===== src/design/err_word_cfg.svh =====
/*
 * timing-free constants for the error code word logic: error number
 * ranges, forced-error numbers and reset values.
 * assumes inclusion by bare name from the design files.
 */
`ifndef ERR_WORD_CFG_SVH
`define ERR_WORD_CFG_SVH

`define PRESCAN_ERR_MIN 7'd1
`define PRESCAN_ERR_MAX 7'd29
`define FORMAT_ERR_MIN 7'd30
`define FORMAT_ERR_MAX 7'd39
`define REPLY_ERR_MIN 7'd50
`define REPLY_ERR_MAX 7'd59
`define REMOTE_ERR_MIN 7'd80
`define REMOTE_ERR_MAX 7'd89
`define LOCAL_ERR_MIN 7'd90
`define LOCAL_ERR_MAX 7'd99
`define FORCE_ERR_A 7'd32
`define FORCE_ERR_B 7'd33
`define FORCE_ERR_C 7'd34
`define FORCE_ERR_D 7'd54
`define ERR_WORD_RESET 16'h0000
`define DIAG_CNT_RESET 8'h00
`define BCD_LAST 4'h9

`endif


===== src/design/err_word_pkg.sv =====
/*
 * types shared by the error code word logic.
 * assumes the cfg header is available by bare name.
 */
package err_word_pkg;

    // one error report from the module's own logic
    typedef struct packed {
        logic valid;
        logic [6:0] number;
    } err_event_t;

    // reply arriving from a peer station
    typedef struct packed {
        logic valid;
        logic [7:0] reply_status_byte;
        logic [7:0] extended_reply_status_byte;
    } reply_in_t;

    // four bcd digits, high pair and low pair
    typedef struct packed {
        logic [7:0] upper;
        logic [7:0] number;
    } err_word_t;

    typedef enum logic [2:0] {
        ST_IDLE = 3'b001,
        ST_RUN = 3'b010,
        ST_FAULT = 3'b100
    } mode_state_t;

endpackage


===== src/design/bcd_pair_counter.sv =====
/*
 * two-digit bcd counter, wrapping 99 to 00.
 * assumes a synchronous clear and a one-cycle step pulse.
 */
`timescale 1ns/1ps
`include "err_word_cfg.svh"

module bcd_pair_counter (
    input wire logic clk,
    input wire logic rst_n,
    input wire logic ce,
    input wire logic clear,
    input wire logic load_one,
    input wire logic step,
    output logic [7:0] value
);
    logic [7:0] value_reg;
    logic [7:0] value_next;
    logic [3:0] lo_inc;
    logic [3:0] hi_inc;

    // digit arithmetic, low digit carries into high
    assign lo_inc = (value_reg[3:0] == `BCD_LAST) ? 4'h0 :
                    value_reg[3:0] + 4'h1;
    assign hi_inc = (value_reg[7:4] == `BCD_LAST) ? 4'h0 :
                    value_reg[7:4] + 4'h1;
    assign value_next = clear ? 8'h00 :
                        load_one ? 8'h01 :
                        !step ? value_reg :
                        (value_reg[3:0] == `BCD_LAST) ? {hi_inc, 4'h0} :
                        {value_reg[7:4], lo_inc};
    assign value = value_reg;

    // counter state
    always_ff @(posedge clk or negedge rst_n) begin
        if (!rst_n) begin
            value_reg <= 8'h00;
        end else if (ce) begin
            value_reg <= value_next;
        end
    end
endmodule


===== src/design/err_code_word.sv =====
/*
 * error code word of a network interface module: four bcd digits,
 * error number low, rung pointer or run-time count high.
 * assumes event inputs come from logic on core_clk; the program mode
 * switch is a pin and is synchronised here.
 */
// Summary of operation
// - error word is four bcd digits
// - low two digits are error number; upper meaning depends on group
// - prescan syntax errors use numbers 1 to 29
// - prescan error lights indicator, enters error state; program mode exits
// - prescan upper digits point to failing rung, 1..99 then 0..99
// - first rung after the header rung is number one
// - clean prescan end clears the whole word
// - header rung unchecked; search continues until valid header or end
// - run-time upper digits count errors modulo 100, first is one
// - run-time errors continue operation except forcing numbers
// - formatting errors 30 to 39, some force error state
// - reply errors 50 to 59
// - remote status byte 80 to 89 copied into word
// - local transmit failures 90 to 99
// - internal error counters held as ram bytes, diagnostic read only
// - replies keep being generated while functioning, even with status
`timescale 1ns/1ps
`include "err_word_cfg.svh"

module err_code_word #(
    parameter int DIAG_COUNTERS = 8,
    parameter int DIAG_AW = 3
) (
    input wire logic core_clk,
    input wire logic rst_n,
    input wire logic clk_en,
    input wire logic program_switch,
    input wire logic prescan_start,
    input wire logic header_candidate,
    input wire logic header_valid,
    input wire logic end_of_memory,
    input wire logic rung_done,
    input wire logic prescan_done,
    input wire err_word_pkg::err_event_t err_in,
    input wire err_word_pkg::reply_in_t reply_in,
    input wire logic diag_rd,
    input wire logic [DIAG_AW-1:0] diag_addr,
    output err_word_pkg::err_word_t err_word,
    output logic program_mode_indicator,
    output logic error_state,
    output logic header_found,
    output logic reply_send,
    output logic [7:0] reply_status_out,
    output logic diag_valid,
    output logic [7:0] diag_data
);
    import err_word_pkg::*;

    logic rst_meta_reg, rst_sync_reg;
    logic program_mode_indicator_meta_reg, program_mode_indicator_sync_reg;
    mode_state_t state_reg, state_next;
    err_word_t word_reg, word_next;
    logic searching_reg, in_zone_reg;
    logic header_found_reg, reply_send_reg;
    logic [7:0] reply_status_reg;
    logic diag_valid_reg;
    logic [7:0] diag_data_reg;
    logic [7:0] diag_ram [DIAG_COUNTERS];
    logic [7:0] rung_cnt, err_cnt;
    logic remote_err, any_err, is_prescan, force_fault;
    logic is_format, is_reply, is_local;
    logic [6:0] err_num;
    logic [DIAG_AW-1:0] diag_sel;

    function automatic logic in_range(input logic [6:0] n,
                                      input logic [6:0] lo,
                                      input logic [6:0] hi);
        in_range = (n >= lo) && (n <= hi);
    endfunction

    // bcd successor of a count, 99 wraps to 00
    function automatic logic [7:0] bcd_succ(input logic [7:0] v);
        if (v[3:0] != `BCD_LAST) begin
            bcd_succ = {v[7:4], 4'(v[3:0] + 4'h1)};
        end else if (v[7:4] != `BCD_LAST) begin
            bcd_succ = {4'(v[7:4] + 4'h1), 4'h0};
        end else begin
            bcd_succ = 8'h00;
        end
    endfunction

    // binary number to two bcd digits
    function automatic logic [7:0] to_bcd(input logic [6:0] n);
        logic [6:0] tens;
        tens = n / 7'd10;
        to_bcd = {tens[3:0], 4'(n - tens * 7'd10)};
    endfunction

    // reset assertion acts at once; only its release is retimed
    // reset release through two flops
    always_ff @(posedge core_clk or negedge rst_n) begin
        if (!rst_n) begin
            rst_meta_reg <= 1'b0;
            rst_sync_reg <= 1'b0;
        end else begin
            rst_meta_reg <= 1'b1;
            rst_sync_reg <= rst_meta_reg;
        end
    end

    // program switch is a pin, synchronise before use
    always_ff @(posedge core_clk or negedge rst_sync_reg) begin
        if (!rst_sync_reg) begin
            program_mode_indicator_meta_reg <= 1'b0;
            program_mode_indicator_sync_reg <= 1'b0;
        end else if (clk_en) begin
            program_mode_indicator_meta_reg <= program_switch;
            program_mode_indicator_sync_reg <= program_mode_indicator_meta_reg;
        end
    end

    // remote status copy
    // bit 7 must be clear as well, so d5 hex is not taken for 85
    assign remote_err = reply_in.valid && !reply_in.reply_status_byte[7] &&
        in_range(reply_in.reply_status_byte[6:0], `REMOTE_ERR_MIN,
                 `REMOTE_ERR_MAX);
    // remote status wins when both arrive in one cycle
    assign err_num = remote_err ? reply_in.reply_status_byte[6:0] :
                     err_in.number;
    assign is_prescan = in_range(err_num, `PRESCAN_ERR_MIN,
                                 `PRESCAN_ERR_MAX);
    assign is_format = in_range(err_num, `FORMAT_ERR_MIN, `FORMAT_ERR_MAX);
    assign is_reply = in_range(err_num, `REPLY_ERR_MIN, `REPLY_ERR_MAX);
    assign is_local = in_range(err_num, `LOCAL_ERR_MIN, `LOCAL_ERR_MAX);
    // numbers outside every group leave the word alone
    assign any_err = remote_err || (err_in.valid &&
        (is_prescan || is_format || is_reply || is_local));
    // numbers that force the error state
    assign force_fault = any_err && (is_prescan ||
        err_num == `FORCE_ERR_A || err_num == `FORCE_ERR_B ||
        err_num == `FORCE_ERR_C || err_num == `FORCE_ERR_D);

    bcd_pair_counter rung_counter (
        .clk(core_clk),
        .rst_n(rst_sync_reg),
        .ce(clk_en),
        .clear(1'b0),
        .load_one(header_candidate && header_valid && searching_reg),
        .step(rung_done && in_zone_reg),
        .value(rung_cnt)
    );

    bcd_pair_counter error_counter (
        .clk(core_clk),
        .rst_n(rst_sync_reg),
        .ce(clk_en),
        .clear(prescan_start),
        .load_one(1'b0),
        .step(any_err && !is_prescan),
        .value(err_cnt)
    );

    // new error overwrites number and upper digits
    always_comb begin
        word_next = word_reg;
        if (any_err) begin
            word_next.number = to_bcd(err_num);
            // counter value still old here, so show its successor
            word_next.upper = is_prescan ? rung_cnt : bcd_succ(err_cnt);
        end else if (prescan_done && state_reg != ST_FAULT) begin
            word_next = `ERR_WORD_RESET;
        end
    end

    always_comb begin
        state_next = state_reg;
        case (state_reg)
            ST_IDLE: begin
                if (force_fault) begin
                    state_next = ST_FAULT;
                end else if (prescan_done) begin
                    state_next = ST_RUN;
                end
            end
            ST_RUN: begin
                if (force_fault) begin
                    state_next = ST_FAULT;
                end
            end
            ST_FAULT: begin
                // a forcing error in the same cycle wins over the exit
                if (program_mode_indicator_sync_reg && !force_fault) begin
                    state_next = ST_IDLE;
                end
            end
            default: state_next = ST_IDLE;
        endcase
    end

    // main state and word
    always_ff @(posedge core_clk or negedge rst_sync_reg) begin
        if (!rst_sync_reg) begin
            state_reg <= ST_IDLE;
            word_reg <= `ERR_WORD_RESET;
        end else if (clk_en) begin
            state_reg <= state_next;
            word_reg <= word_next;
        end
    end

    // end of memory gives up the search, so a late header is ignored
    // header search without syntax check
    always_ff @(posedge core_clk or negedge rst_sync_reg) begin
        if (!rst_sync_reg) begin
            searching_reg <= 1'b0;
            in_zone_reg <= 1'b0;
            header_found_reg <= 1'b0;
        end else if (clk_en) begin
            if (prescan_start) begin
                searching_reg <= 1'b1;
                in_zone_reg <= 1'b0;
                header_found_reg <= 1'b0;
            end else if (searching_reg && header_candidate &&
                         header_valid) begin
                searching_reg <= 1'b0;
                in_zone_reg <= 1'b1;
                header_found_reg <= 1'b1;
            end else if (searching_reg && end_of_memory) begin
                searching_reg <= 1'b0;
            end else if (prescan_done) begin
                in_zone_reg <= 1'b0;
            end
        end
    end

    // status byte is held after the pulse for a slow reader
    // reply carries status whenever a message arrives
    always_ff @(posedge core_clk or negedge rst_sync_reg) begin
        if (!rst_sync_reg) begin
            reply_send_reg <= 1'b0;
            reply_status_reg <= 8'h00;
        end else if (clk_en) begin
            reply_send_reg <= reply_in.valid;
            if (reply_in.valid) begin
                reply_status_reg <= reply_in.reply_status_byte;
            end
        end
    end

    // counters indexed by the low three bits of the error number, read only via diagnostic port
    assign diag_sel = DIAG_AW'(err_num[2:0]);
    // counters are zeroed while reset is held, so reads never see unknowns
    always_ff @(posedge core_clk) begin
        if (!rst_sync_reg) begin
            for (int i = 0; i < DIAG_COUNTERS; i++) begin
                diag_ram[i] <= `DIAG_CNT_RESET;
            end
        end else if (clk_en && any_err) begin
            diag_ram[diag_sel] <= diag_ram[diag_sel] + 8'h01;
        end
    end

    // diagnostic read answer, one cycle later
    always_ff @(posedge core_clk or negedge rst_sync_reg) begin
        if (!rst_sync_reg) begin
            diag_valid_reg <= 1'b0;
            diag_data_reg <= `DIAG_CNT_RESET;
        end else if (clk_en) begin
            diag_valid_reg <= diag_rd;
            if (diag_rd) begin
                diag_data_reg <= diag_ram[diag_addr];
            end
        end
    end

    // error state and indicator share one flop, so they never disagree
    // outputs straight from flops
    assign err_word = word_reg;
    assign error_state = state_reg[2];
    assign program_mode_indicator = state_reg[2];
    assign header_found = header_found_reg;
    assign reply_send = reply_send_reg;
    assign reply_status_out = reply_status_reg;
    assign diag_valid = diag_valid_reg;
    assign diag_data = diag_data_reg;
endmodule


===== config.mk =====
export PLATFORM = sky130hd
export DESIGN_NAME = err_code_word
export DESIGN_NICKNAME = d
export VERILOG_FILES = /design/src/design/err_word_pkg.sv /design/src/design/bcd_pair_counter.sv /design/src/design/err_code_word.sv
export VERILOG_INCLUDE_DIRS = /design/src /design/src/design
export SDC_FILE = /design/constraint.sdc
export NUM_CORES = 1
export LEC_CHECK = 0
export ABC_AREA = 1
export BUFFER_PORTS_ARGS = -buffer_cell sky130_fd_sc_hd__buf_2
export CELL_PAD_IN_SITES_DETAIL_PLACEMENT = 0
export CELL_PAD_IN_SITES_GLOBAL_PLACEMENT = 1
export CORE_MARGIN = 2
export CORE_UTILIZATION = 40
export CTS_BUF_LIST = sky130_fd_sc_hd__clkbuf_4
export DETAILED_ROUTE_END_ITERATION = 8
export GPL_TIMING_DRIVEN = 1
export PLACE_DENSITY_LB_ADDON = 0.1
export RECOVER_POWER = 50
export SLEW_MARGIN = 5
export SYNTH_ARGS = -nofsm -noshare
export SYNTH_HDL_FRONTEND = slang
export SYNTH_SLANG_ARGS = --single-unit

===== constraint.sdc =====
create_clock -name core_clk -period 1.8 [get_ports core_clk]
set_input_delay 0.45 -clock core_clk [delete_from_list [all_inputs] [get_ports core_clk]]
set_output_delay 0.45 -clock core_clk [all_outputs]
set_load 0.02 [all_outputs]

Word level (Yosys, flattened, before mapping)
Memories as Yosys holds them, arrays and structs flattened. A register that Yosys moved wholly into a read port is not among the register bits.
Index checks and enable logic that the tools add are counted.
{ "classes": {"add_sub_neg": 6, "n_mul": 1, "div": 1, "n_lt_le_gt_ge": 10, "eq_ne": 18, "muxes": 35, "n_reduce_logical": 51} }
{ "op_table": {"columns": ["operator", "n"], "rows": [
  ["8-bit 2-to-1 mux", 10],
  ["16-bit 2-to-1 mux", 2],
  ["7-bit by 6-bit equality test with 1-bit output (second input constant)", 4],
  ["1-bit logical AND", 19],
  ["4-bit by 1-bit adder with 4-bit output (second input constant)", 4],
  ["4-bit equality test (second input constant)", 4],
  ["3-bit 2-to-1 mux", 5],
  ["7-bit >= comparator (second input constant)", 2],
  ["7-bit by 6-bit <= comparator with 1-bit output (second input constant)", 2],
  ["7-bit <= comparator (second input constant)", 2],
  ["1-bit 2-to-1 mux", 14],
  ["2-bit AND reduction", 7],
  ["2-bit nonzero test", 6],
  ["3-bit inequality test (second input constant)", 3],
  ["3-bit one-hot mux with 3 select lines", 1],
  ["3-bit AND reduction", 3],
  ["8-bit by 1-bit adder with 8-bit output (second input constant)", 1],
  ["1-bit logical OR", 8],
  ["4-bit 2-to-1 mux", 2],
  ["4-bit inequality test (second input constant)", 2],
  ["8-bit OR reduction", 1],
  ["7-bit by 4-bit divider with 7-bit output (second input constant)", 1],
  ["7-bit by 1-bit >= comparator with 1-bit output (second input constant)", 1],
  ["7-bit by 5-bit >= comparator with 1-bit output (second input constant)", 1],
  ["12 further kinds", 17]
]} }
{ "word_totals": {"regBits": 52, "ramBits": 64, "out_inout_bits": 37, "elab_cells": 140, "n_memories": 1} }
{ "memory_table": {"columns": ["memory", "words", "width", "read_ports", "rd_ports_with_merged_regs", "write_ports", "line_no", "text"], "rows": [
  ["diag_ram", 8, 8, 2, 1, 8, "err_code_word.sv:65", "logic [7:0] diag_ram [DIAG_COUNTERS];"]
]} }

Longest topological paths before layout
Gate-level depths: netlist of the first run.
{ "logic_depth": {"ltp_word": 17, "ltp_mapped": 28, "ltp_nobuf": 27} }

Hierarchy
A second synthesis of the first run with hierarchy kept.
{ "unflattened": {"cells_unflattened": 858, "area_unflattened_um2": 7299.5} }
{ "modules_own_cells": {"columns": ["mod", "instances", "cells_each", "area_each_um2", "seq_area_each_um2"], "rows": [
  ["err_code_word", 1, 720, 6223.5, 3024.2],
  ["bcd_pair_counter", 2, 69, 538.0, 200.2]
]} }

Least setup slack after synthesis of the first run
No wires, ideal clock.
{ "synth_timing": {"path_kind": "input -> register", "start": "in reply_in[14] in the netlist's numbering", "end": "reg word_reg, in the netlist err_word[3]", "arrival_time_ps": 3262, "required_ps": 1735, "path_slack_ps": -1527, "cell_stages": 27, "path_buffers": 1, "path_cell_list": "nand2_1 -> nor2_4 -> nand3_4 -> buf_6 -> nand2_1 -> nand2_2 -> nand3_1 -> nand2_1 -> nand2_1 -> nand2_1 -> nand3_1 -> nand2_1 -> nand2_1 -> inv_1 -> ha_1 -> nand2_1 -> nand3_1 -> nand2_1 -> ha_1 -> inv_1 -> fa_1 -> inv_1 -> xor2_1 -> inv_1 -> nand3_1 -> nand3_1 -> nand2_1"} }
{ "synth_between": {"elab_chain_len": 13} }
{ "synth_lines": {"columns": ["element", "line_no", "text"], "rows": [
  ["from (decl)", "err_code_word.sv:42", "input wire err_word_pkg::reply_in_t reply_in,"],
  ["parallel branches: the longest is 13 deep, another holds 7-bit >= comparator", null, null],
  ["to (signal assigned)", "err_code_word.sv:201", "word_reg <= `ERR_WORD_RESET;"],
  ["to (signal assigned)", "err_code_word.sv:204", "word_reg <= word_next;"],
  ["to (decl)", "err_code_word.sv:59", "err_word_t word_reg, word_next;"]
]} }
Parallel ways; which one is timed is not known.
A chain may end at the register's enable or synchronous reset.

Worst setup path after layout of the first run
{ "layout_timing": {"start": "in reply_in[9] in the netlist's numbering", "end": "reg word_reg, in the netlist err_word[3]"} }
Same word-level chain as after synthesis.

==> results of run 1 <==
cells by family after synthesis:
group	Yosys count
other	1
AO/OA/AOI/OAI	145
buffers and inverters	111
AND/OR/NAND/NOR	378
multiplexers	15
adder cells (fa/ha/maj)	12
XOR/XNOR	9
flip-flops	124
final timing paths:
path | from | to | slack, ns | depth (start not counted)
max | reply_in[9] | err_word[3]$_DFFE_PN0P_ | -0.81 | 25
min | program_switch | program_mode_indicator_meta_reg$_DFFE_PN0P_ | 0.08 | 3
max reg2reg | rst_sync_reg$_DFF_PN0_ | diag_ram[3][1]$_SDFFCE_PN0P_ | -0.29 | 2
min reg2reg | rst_meta_reg$_DFF_PN0_ | rst_sync_reg$_DFF_PN0_ | 0.36 | 0
max in group asynchronous | rst_sync_reg$_DFF_PN0_ | state_reg[0]$_DFFE_PN1P_ | -0.28 | 2
min in group asynchronous | rst_n | rst_sync_reg$_DFF_PN0_ | 0.19 | 2
stage by stage:
step                std cells  utilization  instance area [um2]
finish                   1241        0.560                 9610
floorplan                 795            -                 7280
global route             1241        0.560                 9610
CTS                      1230        0.545                 9360
detailed placement       1182        0.507                 8700
global placement         1182        0.507                 8700
worst max-delay path, stage by stage:
cell,delay (ns)
buf_6,0.10
o21ai_4,0.20
nand3_4,0.13
nand4_1,0.16
nand3_2,0.15
nand2_4,0.12
nand2_4,0.08
nand2_2,0.09
nand3_2,0.08
nand2_2,0.08
nand2_2,0.06
inv_2,0.07
ha_4,0.20
nand2_4,0.06
nand3_4,0.07
nand2_4,0.08
ha_4,0.13
inv_2,0.03
fa_2,0.32
inv_2,0.07
xor2_2,0.15
inv_1,0.05
nand3_1,0.06
nand3_1,0.06
nand2_1,0.05
routing by layer:
layer,vias to the layer above,global-route usage
met4,0,0.0845
met5,-,0
met1,3076,0.268
li1,3130,-
met2,139,0.415
met3,44,0.0440
what timing repair did:
item	CTS	global route
hold buffers	1	0
resized for setup	50	49
setup buffers	13	10
setup endpoints to repair	155	158
gates cloned	2	0
pin swaps	28	21
endpoints found under the hold margin	2	0
cells in the final DEF (no fill, tap or decap), drive strengths merged:
cell / instances
bufinv: 4
o41ai: 1
buf: 190
fa: 1
clkbuf: 36
conb: 1
mux2i: 11
diode: 1
dlygate4sd3: 1
o21a: 2
a31oi: 1
o2111ai: 3
nand4: 18
a211oi: 1
nand2: 194
nor3: 4
inv: 89
a22oi: 21
clkinvlp: 1
nand3b: 3
o31ai: 2
or2: 4
dfrtp: 59
a21oi: 31
o21ai: 62
o221ai: 2
ha: 11
o211ai: 14
mux2: 4
clkinv: 8
nor3b: 2
xor2: 6
edfxtp: 64
nor4: 1
nand3: 56
a22o: 3
nor2: 98
xnor2: 3
o22ai: 2
dfstp: 1
final cells by class:
cell class | instances | area [um2]
Timing Repair Buffer | 209 | 1570
Sequential cell | 124 | 3430
Multi-Input combinational cell | 562 | 3660
Clock buffer | 18 | 135
Inverter | 88 | 345
Tap cell | 225 | 282
Clock inverter | 14 | 193
Fill cell | 1614 | 7560
Antenna cell | 1 | 2.50
where the power goes:
group | internal, mW | leakage (nW) | switching (mW)
Sequential | 3.31 | 1.43 | 0.221
Clock | 1.12 | 0.172 | 1.15
Combinational | 0.939 | 2.74 | 1.40
==> summary.md, run 1 <==
| Metric | Value |
|---|---|
| Clock Latency Late Sink | `0.58 ns` |
| Share of cells above drive strength 1 | `0.343` |
| Post-route minimum period | `2.61 ns` |
| Peak Freq | `382 MHz` |
| Worst-path clk slew | `0.11 ns` |
| Most common cell in the netlist | `nand2_1` |
| Initial Util | `0.407` |
| Mean post-synth cell area | `8.79 um2` |
| CP max FO | `5` |
| Post-synthesis simple-gate area fraction | `0.257` |
| Total gr overflow | `0` |
| Critical path capture point type | `flip-flop` |
| CP required | `2.31 ns` |
| Sequential area share after synthesis | `0.490` |
| Total track usage | `0.229` |
| Final Skew | `0.0163 ns` |
| Io pins | `76` |
| Final setup vio count | `191` |
| GPL Wtd Cong | `0.861` |
| Most flops, register | `diag_ram` |
| Vias in the first global route | `6,342` |
| Crit Path Class | `in2reg` |
| DRC errors left | `0` |
| Initial antenna violation count | `1` |
| Leakage | `4.33 nW` |
| PortBufs | `67` |
| Slew HR | `-0.0223` |
| Failing checks | `capacitance limit, slew limit, setup timing` |
| Min-delay worst type | `in2reg` |
| Unrepaired setup endpoints after global routing | `yes` |
| M1 WL | `8.57 mm` |
| Max FFs per register | `64` |
| Die H | `136 um` |
| XOR/XNOR share of the synthesized area | `0.0134` |
| Max-slew violations | `32` |
| Highest Signal Layer | `met4` |
| Final period util | `1.45` |
| # rows | `48` |
| Crit path launch type | `input pin` |
| Synth Instances | `795` |
| Synth top area share | `0.275` |
| Synth unique cells | `52` |
| WHS | `0.0849 ns` |
| Die area | `18,500 um2` |
| Synthesized area | `6990 um2` |
| Max cap viols | `1` |
| Ys async rst share | `0.484` |
| H-Tree Level Count | `4` |
| Post-synthesis adder-cell area fraction | `0.0226` |
| DP HPWL | `15.0 mm` |
| Total clock sinks | `124` |
| Largest family of logic cells by synthesized area | `simple AND/OR/NAND/NOR gates` |
| Syn nets | `846` |
| Vias per std cell | `5.15` |
| Power per cell area | `846 nW/um2` |
| Global-route wire length before repair | `32.1 mm` |
| CTS tree | `yes` |
| Iteration-0 DRC Markers | `327` |
| ANT nets after route | `0` |
| Routed wire length | `20.4 mm` |
| Routed WL per cell | `16.4 um` |
| CP arrival | `3.13 ns` |
| Outcome | `complete, but fails checks` |
| Largest net degree at the start of global routing | `37` |
| Post-synth top flop | `edfxtp_1` |
| Die X | `136 um` |
| Drt first pass iters | `5` |
| Synth Area in Compound Gates | `0.128` |
| Nets | `1,053` |
| Setup WS pre-CTS | `-1.58 ns` |
| Top cells by count, synth | `nand2_1, nor2_1, inv_1` |
| Post-synth EDFFs | `64` |
| Max IR drop VDD | `461 uV` |
| Mux cell area share after synthesis | `0.0222` |
| FF+latch count, synth | `124` |
| Met2 wire len | `10.5 mm` |
| Total power | `8.13 mW` |
| Final hold violation count | `0` |
| Routed met3 length | `672 um` |
| CTS Buf Count | `17` |
| DR vias | `6,389` |
| Worst-Margin Slew | `1.53 ns` |
| Synthesis Warnings | `0` |
| Clock Root Buffer | `clkbuf_4` |
| Area grow syn2layout | `37.6%` |
| Total negative slack | `-110.29 ns` |
| Largest cells by area after synthesis | `edfxtp_1, dfrtp_1, nand2_1, nor2_1, inv_1` |
| Area of the core | `17,200 um2` |
| Buffer depth of the longest clock path | `2` |
| Setup WS post-layout | `-0.815 ns` |
| Post-synth top area cell | `edfxtp_1` |
No activity file was read; power rests on OpenSTA's default activity.
==> run 2, diff against run 1 <==
--- a/config.mk
+++ b/config.mk
@@ -20,4 +20,5 @@
 export SLEW_MARGIN = 5
 export SYNTH_ARGS = -nofsm -noshare
 export SYNTH_HDL_FRONTEND = slang
+export SYNTH_HIERARCHICAL = 1
 export SYNTH_SLANG_ARGS = --single-unit
==> run 2 against run 1 <==
The run ends with setup timing left. First-iteration DRC count is 4.6% higher. Cell area is 6.7% higher. Global-route usage shrank 0.94 points. Sequential power fell by 4%. Largest power group unchanged.
==> summary.md, run 2 <==
| Metric | Value |
|---|---|
| Outcome | `complete, but fails checks` |
| Failing checks | `setup timing` |
| Worst-Margin Slew | `1.33 ns` |
| Global-route wire length before repair | `33.5 mm` |
| Total gr overflow | `0` |
| CP required | `2.23 ns` |
| Placed cell count | `1,251` |
| Commonest cells after routing, fill and taps aside | `nand2_1, buf_4, inv_1` |
| Logic pwr share | `0.288` |
| Synth top area share | `0.263` |
| Synth unique cells | `54` |
| DP HPWL | `15.4 mm` |
| Max FFs per register | `64` |
| Flop-to-flop setup slack | `-0.25 ns` |
| Area of the core | `18,000 um2` |
| Die X | `139 um` |
| Crit Path Class | `in2reg` |
| Post-synth EDFFs | `64` |
| Vias per std cell | `5.05` |
| Total track usage | `0.220` |
| Final period util | `1.67` |
| Largest cells by area after synthesis | `edfxtp_1, dfrtp_1, nand2_1, inv_1, nor2_1` |
| WHS | `0.101 ns` |
| Routed WL per cell | `16.0 um` |
| Peak Freq | `332 MHz` |
| Max-slew violations | `0` |
| P_sw | `2.57 mW` |
| R2R Path End | `diag_ram[1][4]$_SDFFCE_PN0P_` |
| Worst Setup SP | `reply_in[13]` |
| Post-route minimum period | `3.01 ns` |
| Drt first pass iters | `4` |
| Family with the most delay on the worst path | `simple AND/OR/NAND/NOR gates` |
| Top cells by count, synth | `nand2_1, inv_1, nor2_1` |
| Worst Reg-to-Reg Cells | `10` |
| H-Tree Level Count | `4` |
| Post-Layout Cell Count | `1,325` |
| Post-synth top flop | `edfxtp_1` |
| Io pins | `76` |
| Setup WS post-layout | `-1.21 ns` |
| Crit path launch type | `input pin` |
| Nets | `1,133` |
| FF-to-FF Start | `diag_ram[6][0]$_SDFFCE_PN0P_` |
| Largest net degree at the start of global routing | `67` |
| Mean post-synth cell area | `8.51 um2` |
| Clock Root Buffer | `clkbuf_4` |
| Synthesized area | `7300 um2` |
| Clock Latency Late Sink | `0.55 ns` |
| Routed wire length | `21.2 mm` |
| CP Buf/Inv Count | `5` |
| Worst-path clk slew | `0.12 ns` |
| Area grow syn2layout | `40.5%` |
| Post-layout util | `0.571` |
| Final hold violation count | `0` |
| Unrepaired setup endpoints after global routing | `yes` |
| CTS Buf Count | `17` |
| Die H | `139 um` |
| Initial Util | `0.406` |
| Iteration-0 DRC Markers | `342` |
| Vias in the first global route | `6,541` |
| Slowest stage cell on the critical path | `fa_2` |
| Max cap viols | `0` |
| CP max FO | `4` |
| ANT nets after route | `0` |
| Critical path endpoint | `err_word[2]$_DFFE_PN0P_` |
| Critical path capture point type | `flip-flop` |
| Most common cell after layout, fill and taps aside | `nand2_1` |
| Critical path's most frequent cell | `nand2_4` |
| GPL Wtd Cong | `0.910` |
| Min-delay worst type | `in2reg` |
| Crit. path cell count | `25` |
| FILL cells | `1,575` |
| Critical path's largest stage delay | `0.43 ns` |
| Total power | `7.82 mW` |
| Synthesis Warnings | `6` |
| Initial antenna violation count | `1` |
| DRC errors left | `0` |
| Most common cell in the netlist | `nand2_1` |
| Leakage | `4.73 nW` |
| Power per cell area | `762 nW/um2` |
| FF+latch count, synth | `124` |
| CP arrival | `3.44 ns` |
| Switching share of power | `0.329` |
| Die area | `19,300 um2` |
| Final setup vio count | `155` |
| Slew HR | `0.116` |
| Sequential area share after synthesis | `0.469` |
| Synth Instances | `858` |
| Share of cells above drive strength 1 | `0.397` |
| P_int | `5.25 mW` |
| Sequential Power Share | `0.432` |
| Post-synth top area cell | `edfxtp_1` |
| CTS tree | `yes` |
| Total negative slack | `-148.44 ns` |
| PortBufs | `67` |
| # rows | `49` |
| Buffer depth of the longest clock path | `2` |
| Total clock sinks | `124` |
| Ys async rst share | `0.484` |
| Final Skew | `0.0278 ns` |
| Clk network pwr share | `0.280` |
| DR vias | `6,688` |
| Most flops, register | `diag_ram` |
| Max IR drop VDD | `439 uV` |
## run 2: worst min-delay path by stage
stage	from	to	slack (ns)	cells past startpoint
5_1_grt	program_switch	program_mode_indicator_meta_reg$_DFFE_PN0P_	0.08	3
6_report	program_switch	program_mode_indicator_meta_reg$_DFFE_PN0P_	0.10	3
3_5_place_dp	rst_n	rst_sync_reg$_DFF_PN0_	0.24	1
2_1_floorplan	rst_n	rst_meta_reg$_DFF_PN0_	0.15	0
4_1_cts	program_switch	program_mode_indicator_meta_reg$_DFFE_PN0P_	0.06	3
3_3_place_gp	rst_n	rst_meta_reg$_DFF_PN0_	0.23	1
## run 2: worst min-delay path: cells and delay by family
| family | cells | cell delay (ns) |
|---|---|---|
| and+or+nand+nor | 2 | 0.10 |
| buffers and inverters | 1 | 0.07 |
## run 2: metrics by stage
stage | worst slack, ns | area [um2]
6_report | -1.21 | 10300
3_3_place_gp | -1.70 | 8960
4_1_cts | -1.02 | 9920
5_1_grt | -1.35 | 10300
3_5_place_dp | -1.86 | 8960
2_1_floorplan | -1.55 | 7530
## run 2: final cells by class
| cell class | instances | area, um2 | share of cell area |
|---|---|---|---|
| Timing Repair Buffer | 226 | 1750 | 0.171 |
| Clock inverter | 13 | 174 | 0.0170 |
| Multi-Input combinational cell | 607 | 4030 | 0.393 |
| Sequential cell | 124 | 3430 | 0.334 |
| Clock buffer | 19 | 143 | 0.0139 |
| Antenna cell | 1 | 2.50 | 0.000244 |
| Tap cell | 229 | 287 | 0.0279 |
| Inverter | 106 | 439 | 0.0428 |
## run 2: metal layers
metal	wire length [um]	GRT usage	share of wire	vias up
li1	-	-	-	3292
met3	791	0.0294	0.037	35
met5	0	0	0	-
met2	10700	0.387	0.51	178
met4	405	0.0638	0.019	0
met1	9270	0.284	0.44	3183
## run 2: timing repair
action | 4_1_cts | 5_1_grt
endpoints found under the setup margin | 155 | 155
buffers inserted | 27 | 15
endpoints found under the hold margin | 2 | 0
pin swaps | 49 | 36
gates resized for setup | 97 | 61
hold buffers | 1 | 0
## run 2: cell families after synthesis
logic type | synth area share
and+or+nand+nor | 0.272
AOI/OAI and AO/OA | 0.127
buffers and inverters | 0.0737
DFF | 0.469
muxes | 0.0223
adders and majority gates | 0.0216
xor gates and xnor gates | 0.0129
other | 0.00103
## run 2: power by group through the flow
stage	Clock (mW)	Combinational, mW	Sequential [mW]
6_report	2.19	2.25	3.38
5_1_grt	2.35	2.45	3.41
4_1_cts	2.23	2.12	3.38
3_5_place_dp	0	1.94	3.43
3_3_place_gp	0	1.90	3.43
2_1_floorplan	0	1.01	3.59
==> run 3, diff against run 2 <==
--- a/config.mk
+++ b/config.mk
@@ -10,7 +10,6 @@
 export BUFFER_PORTS_ARGS = -buffer_cell sky130_fd_sc_hd__buf_2
 export CELL_PAD_IN_SITES_DETAIL_PLACEMENT = 0
 export CELL_PAD_IN_SITES_GLOBAL_PLACEMENT = 1
-export CORE_MARGIN = 2
 export CORE_UTILIZATION = 40
 export CTS_BUF_LIST = sky130_fd_sc_hd__clkbuf_4
 export DETAILED_ROUTE_END_ITERATION = 8
==> run 3 against run 2 <==
The run still ends with setup timing left. Wire length fell by 2.7%. Global-route usage rose by 1.3 points. Clock-buffer cell count down 2. Largest power group unchanged.
==> summary.md, run 3 (synthesis results as in run 2) <==
| Metric | Value |
|---|---|
| ANT nets after route | `0` |
| Worst Reg-to-Reg Cells | `10` |
| Die area | `18,800 um2` |
| Iteration-0 DRC Markers | `315` |
| # rows | `49` |
| Drt first pass iters | `5` |
| CTS tree | `yes` |
| DR vias | `6,613` |
| Max FFs per register | `64` |
| Crit path launch type | `input pin` |
| FILL cells | `1,712` |
| Final period util | `1.63` |
| Commonest cells after routing, fill and taps aside | `nand2_1, buf_4, inv_1, nor2_1, edfxtp_1` |
| Total gr overflow | `0` |
| GPL Wtd Cong | `0.920` |
| Area of the multi-input gates | `3650 um2` |
| Setup WS post-layout | `-1.13 ns` |
| Hold Path End | `program_mode_indicator_meta_reg$_DFFE_PN0P_` |
| Max cap viols | `0` |
| R2R Path End | `diag_ram[5][4]$_SDFFCE_PN0P_` |
| Peak Freq | `341 MHz` |
| Total track usage | `0.233` |
| CP arrival | `3.37 ns` |
| Die X | `137 um` |
| CTS Buf Count | `17` |
| PortBufs | `67` |
| Die H | `137 um` |
| Total clock sinks | `124` |
| Worst-path clk slew | `0.12 ns` |
| DP HPWL | `15.6 mm` |
| Max IR drop VDD | `481 uV` |
| Io pins | `76` |
| Vias in the first global route | `6,445` |
| Setup WS pre-CTS | `-1.87 ns` |
| Unrepaired setup endpoints after global routing | `yes` |
| Register cell area after layout | `3430 um2` |
| Max-slew violations | `0` |
| Worst-Margin Slew | `1.02 ns` |
| Final setup vio count | `155` |
| Initial Util | `0.408` |
| H-Tree Level Count | `4` |
| Final Skew | `0.0141 ns` |
| Critical hold path startpoint | `program_switch` |
| Post-route minimum period | `2.93 ns` |
| FF-to-FF Start | `diag_ram[2][1]$_SDFFCE_PN0P_` |
| Slew HR | `0.319` |
| CP max FO | `6` |
| Area grow syn2layout | `30.3%` |
| Largest net degree at the start of global routing | `41` |
| Clock Root Buffer | `clkbuf_4` |
| Min-delay worst type | `in2reg` |
| Power per cell area | `776 nW/um2` |
| Failing checks | `setup timing` |
| Buffer depth of the longest clock path | `2` |
| Final hold violation count | `0` |
| Routed WL per cell | `15.9 um` |
| CP required | `2.24 ns` |
| Initial antenna violation count | `1` |
| Area of the core | `17,900 um2` |
| Share of cells above drive strength 1 | `0.339` |
| Most flops, register | `diag_ram` |
| Global-route wire length before repair | `32.9 mm` |
| Most common cell after layout, fill and taps aside | `nand2_1` |
| Outcome | `complete, but fails checks` |
| Area after DPL | `8910 um2` |
| DRC errors left | `0` |
| Critical path capture point type | `flip-flop` |
| Crit Path Class | `in2reg` |
| Hold depth | `3` |
| Clock Latency Late Sink | `0.54 ns` |
| Routed wire length | `20.6 mm` |
| Vias per std cell | `5.09` |
| Nets | `1,107` |
| Flop-to-flop setup slack | `-0.17 ns` |
| Post-Layout Inst Area | `9510 um2` |
| Leakage | `4.49 nW` |
-- run 3: layout make-up --
class / count / share of cell area
Multi-Input combinational cell: 607 / 0.384
Antenna cell: 1 / 0.000263
Inverter: 106 / 0.0446
Clock inverter: 15 / 0.0159
Tap cell: 229 / 0.0301
Sequential cell: 124 / 0.360
Clock buffer: 17 / 0.0134
Timing Repair Buffer: 200 / 0.152
-- run 3: report_power, final --
part	total, mW	switching (mW)	internal [mW]
Sequential	3.38	0.152	3.23
Combinational	2.04	1.24	0.800
Clock	1.96	1.14	0.817
-- run 3: timing repair --
action,in CTS,in global routing
resized for setup,42,10
hold buffers,1,0
endpoints found under the setup margin,155,155
endpoints found under the hold margin,2,0
buffers inserted,16,5
pin swaps,23,13
-- run 3: critical path, stage by stage --
cell     delay (ns)
buf_8          0.11
inv_12         0.04
nand3_4        0.06
nor2_4         0.21
nand2_4        0.11
nand2_4        0.11
inv_2          0.04
nand2_2        0.07
nand2_2        0.07
inv_2          0.08
nor2_1         0.06
o21ai_2        0.15
nand3_2        0.09
nand2_2        0.07
inv_2          0.05
ha_4           0.26
inv_4          0.03
nor2_4         0.09
nand3_1        0.09
a21oi_2        0.18
nand2_2        0.09
ha_4           0.16
inv_2          0.04
fa_2           0.42
a22o_1         0.21
-- run 3: worst max path at each step --
stage	startpoint	to
after detailed placement	reply_in[13]	err_word[2]$_DFFE_PN0P_
final	reply_in[13]	err_word[2]$_DFFE_PN0P_
after global placement	reply_in[13]	err_word[2]$_DFFE_PN0P_
after floorplan	reply_in[13]	err_word[2]$_DFFE_PN0P_
after global routing	reply_in[13]	err_word[3]$_DFFE_PN0P_
after CTS	reply_in[13]	err_word[2]$_DFFE_PN0P_
-- run 3: metal layers --
| metal | global-route usage | up-vias | share of wire |
|---|---|---|---|
| li1 | - | 3237 | - |
| met1 | 0.297 | 3191 | 0.45 |
| met2 | 0.396 | 154 | 0.49 |
| met5 | 0 | - | 0 |
| met3 | 0.0400 | 31 | 0.044 |
| met4 | 0.0818 | 0 | 0.020 |
-- run 3: metrics by stage --
step | power, mW | setup TNS [ns] | util | instances | hold slack [ns]
floorplan | 4.60 | -126.59 | - | 861 | 0.154
global placement | 5.32 | -215.79 | 0.497 | 1245 | 0.235
detailed placement | 5.37 | -218.04 | 0.497 | 1245 | 0.240
CTS | 7.44 | -114.34 | 0.529 | 1293 | 0.0345
global route | 7.82 | -139.82 | 0.531 | 1299 | 0.0409
finish | 7.38 | -121.11 | 0.531 | 1299 | 0.101
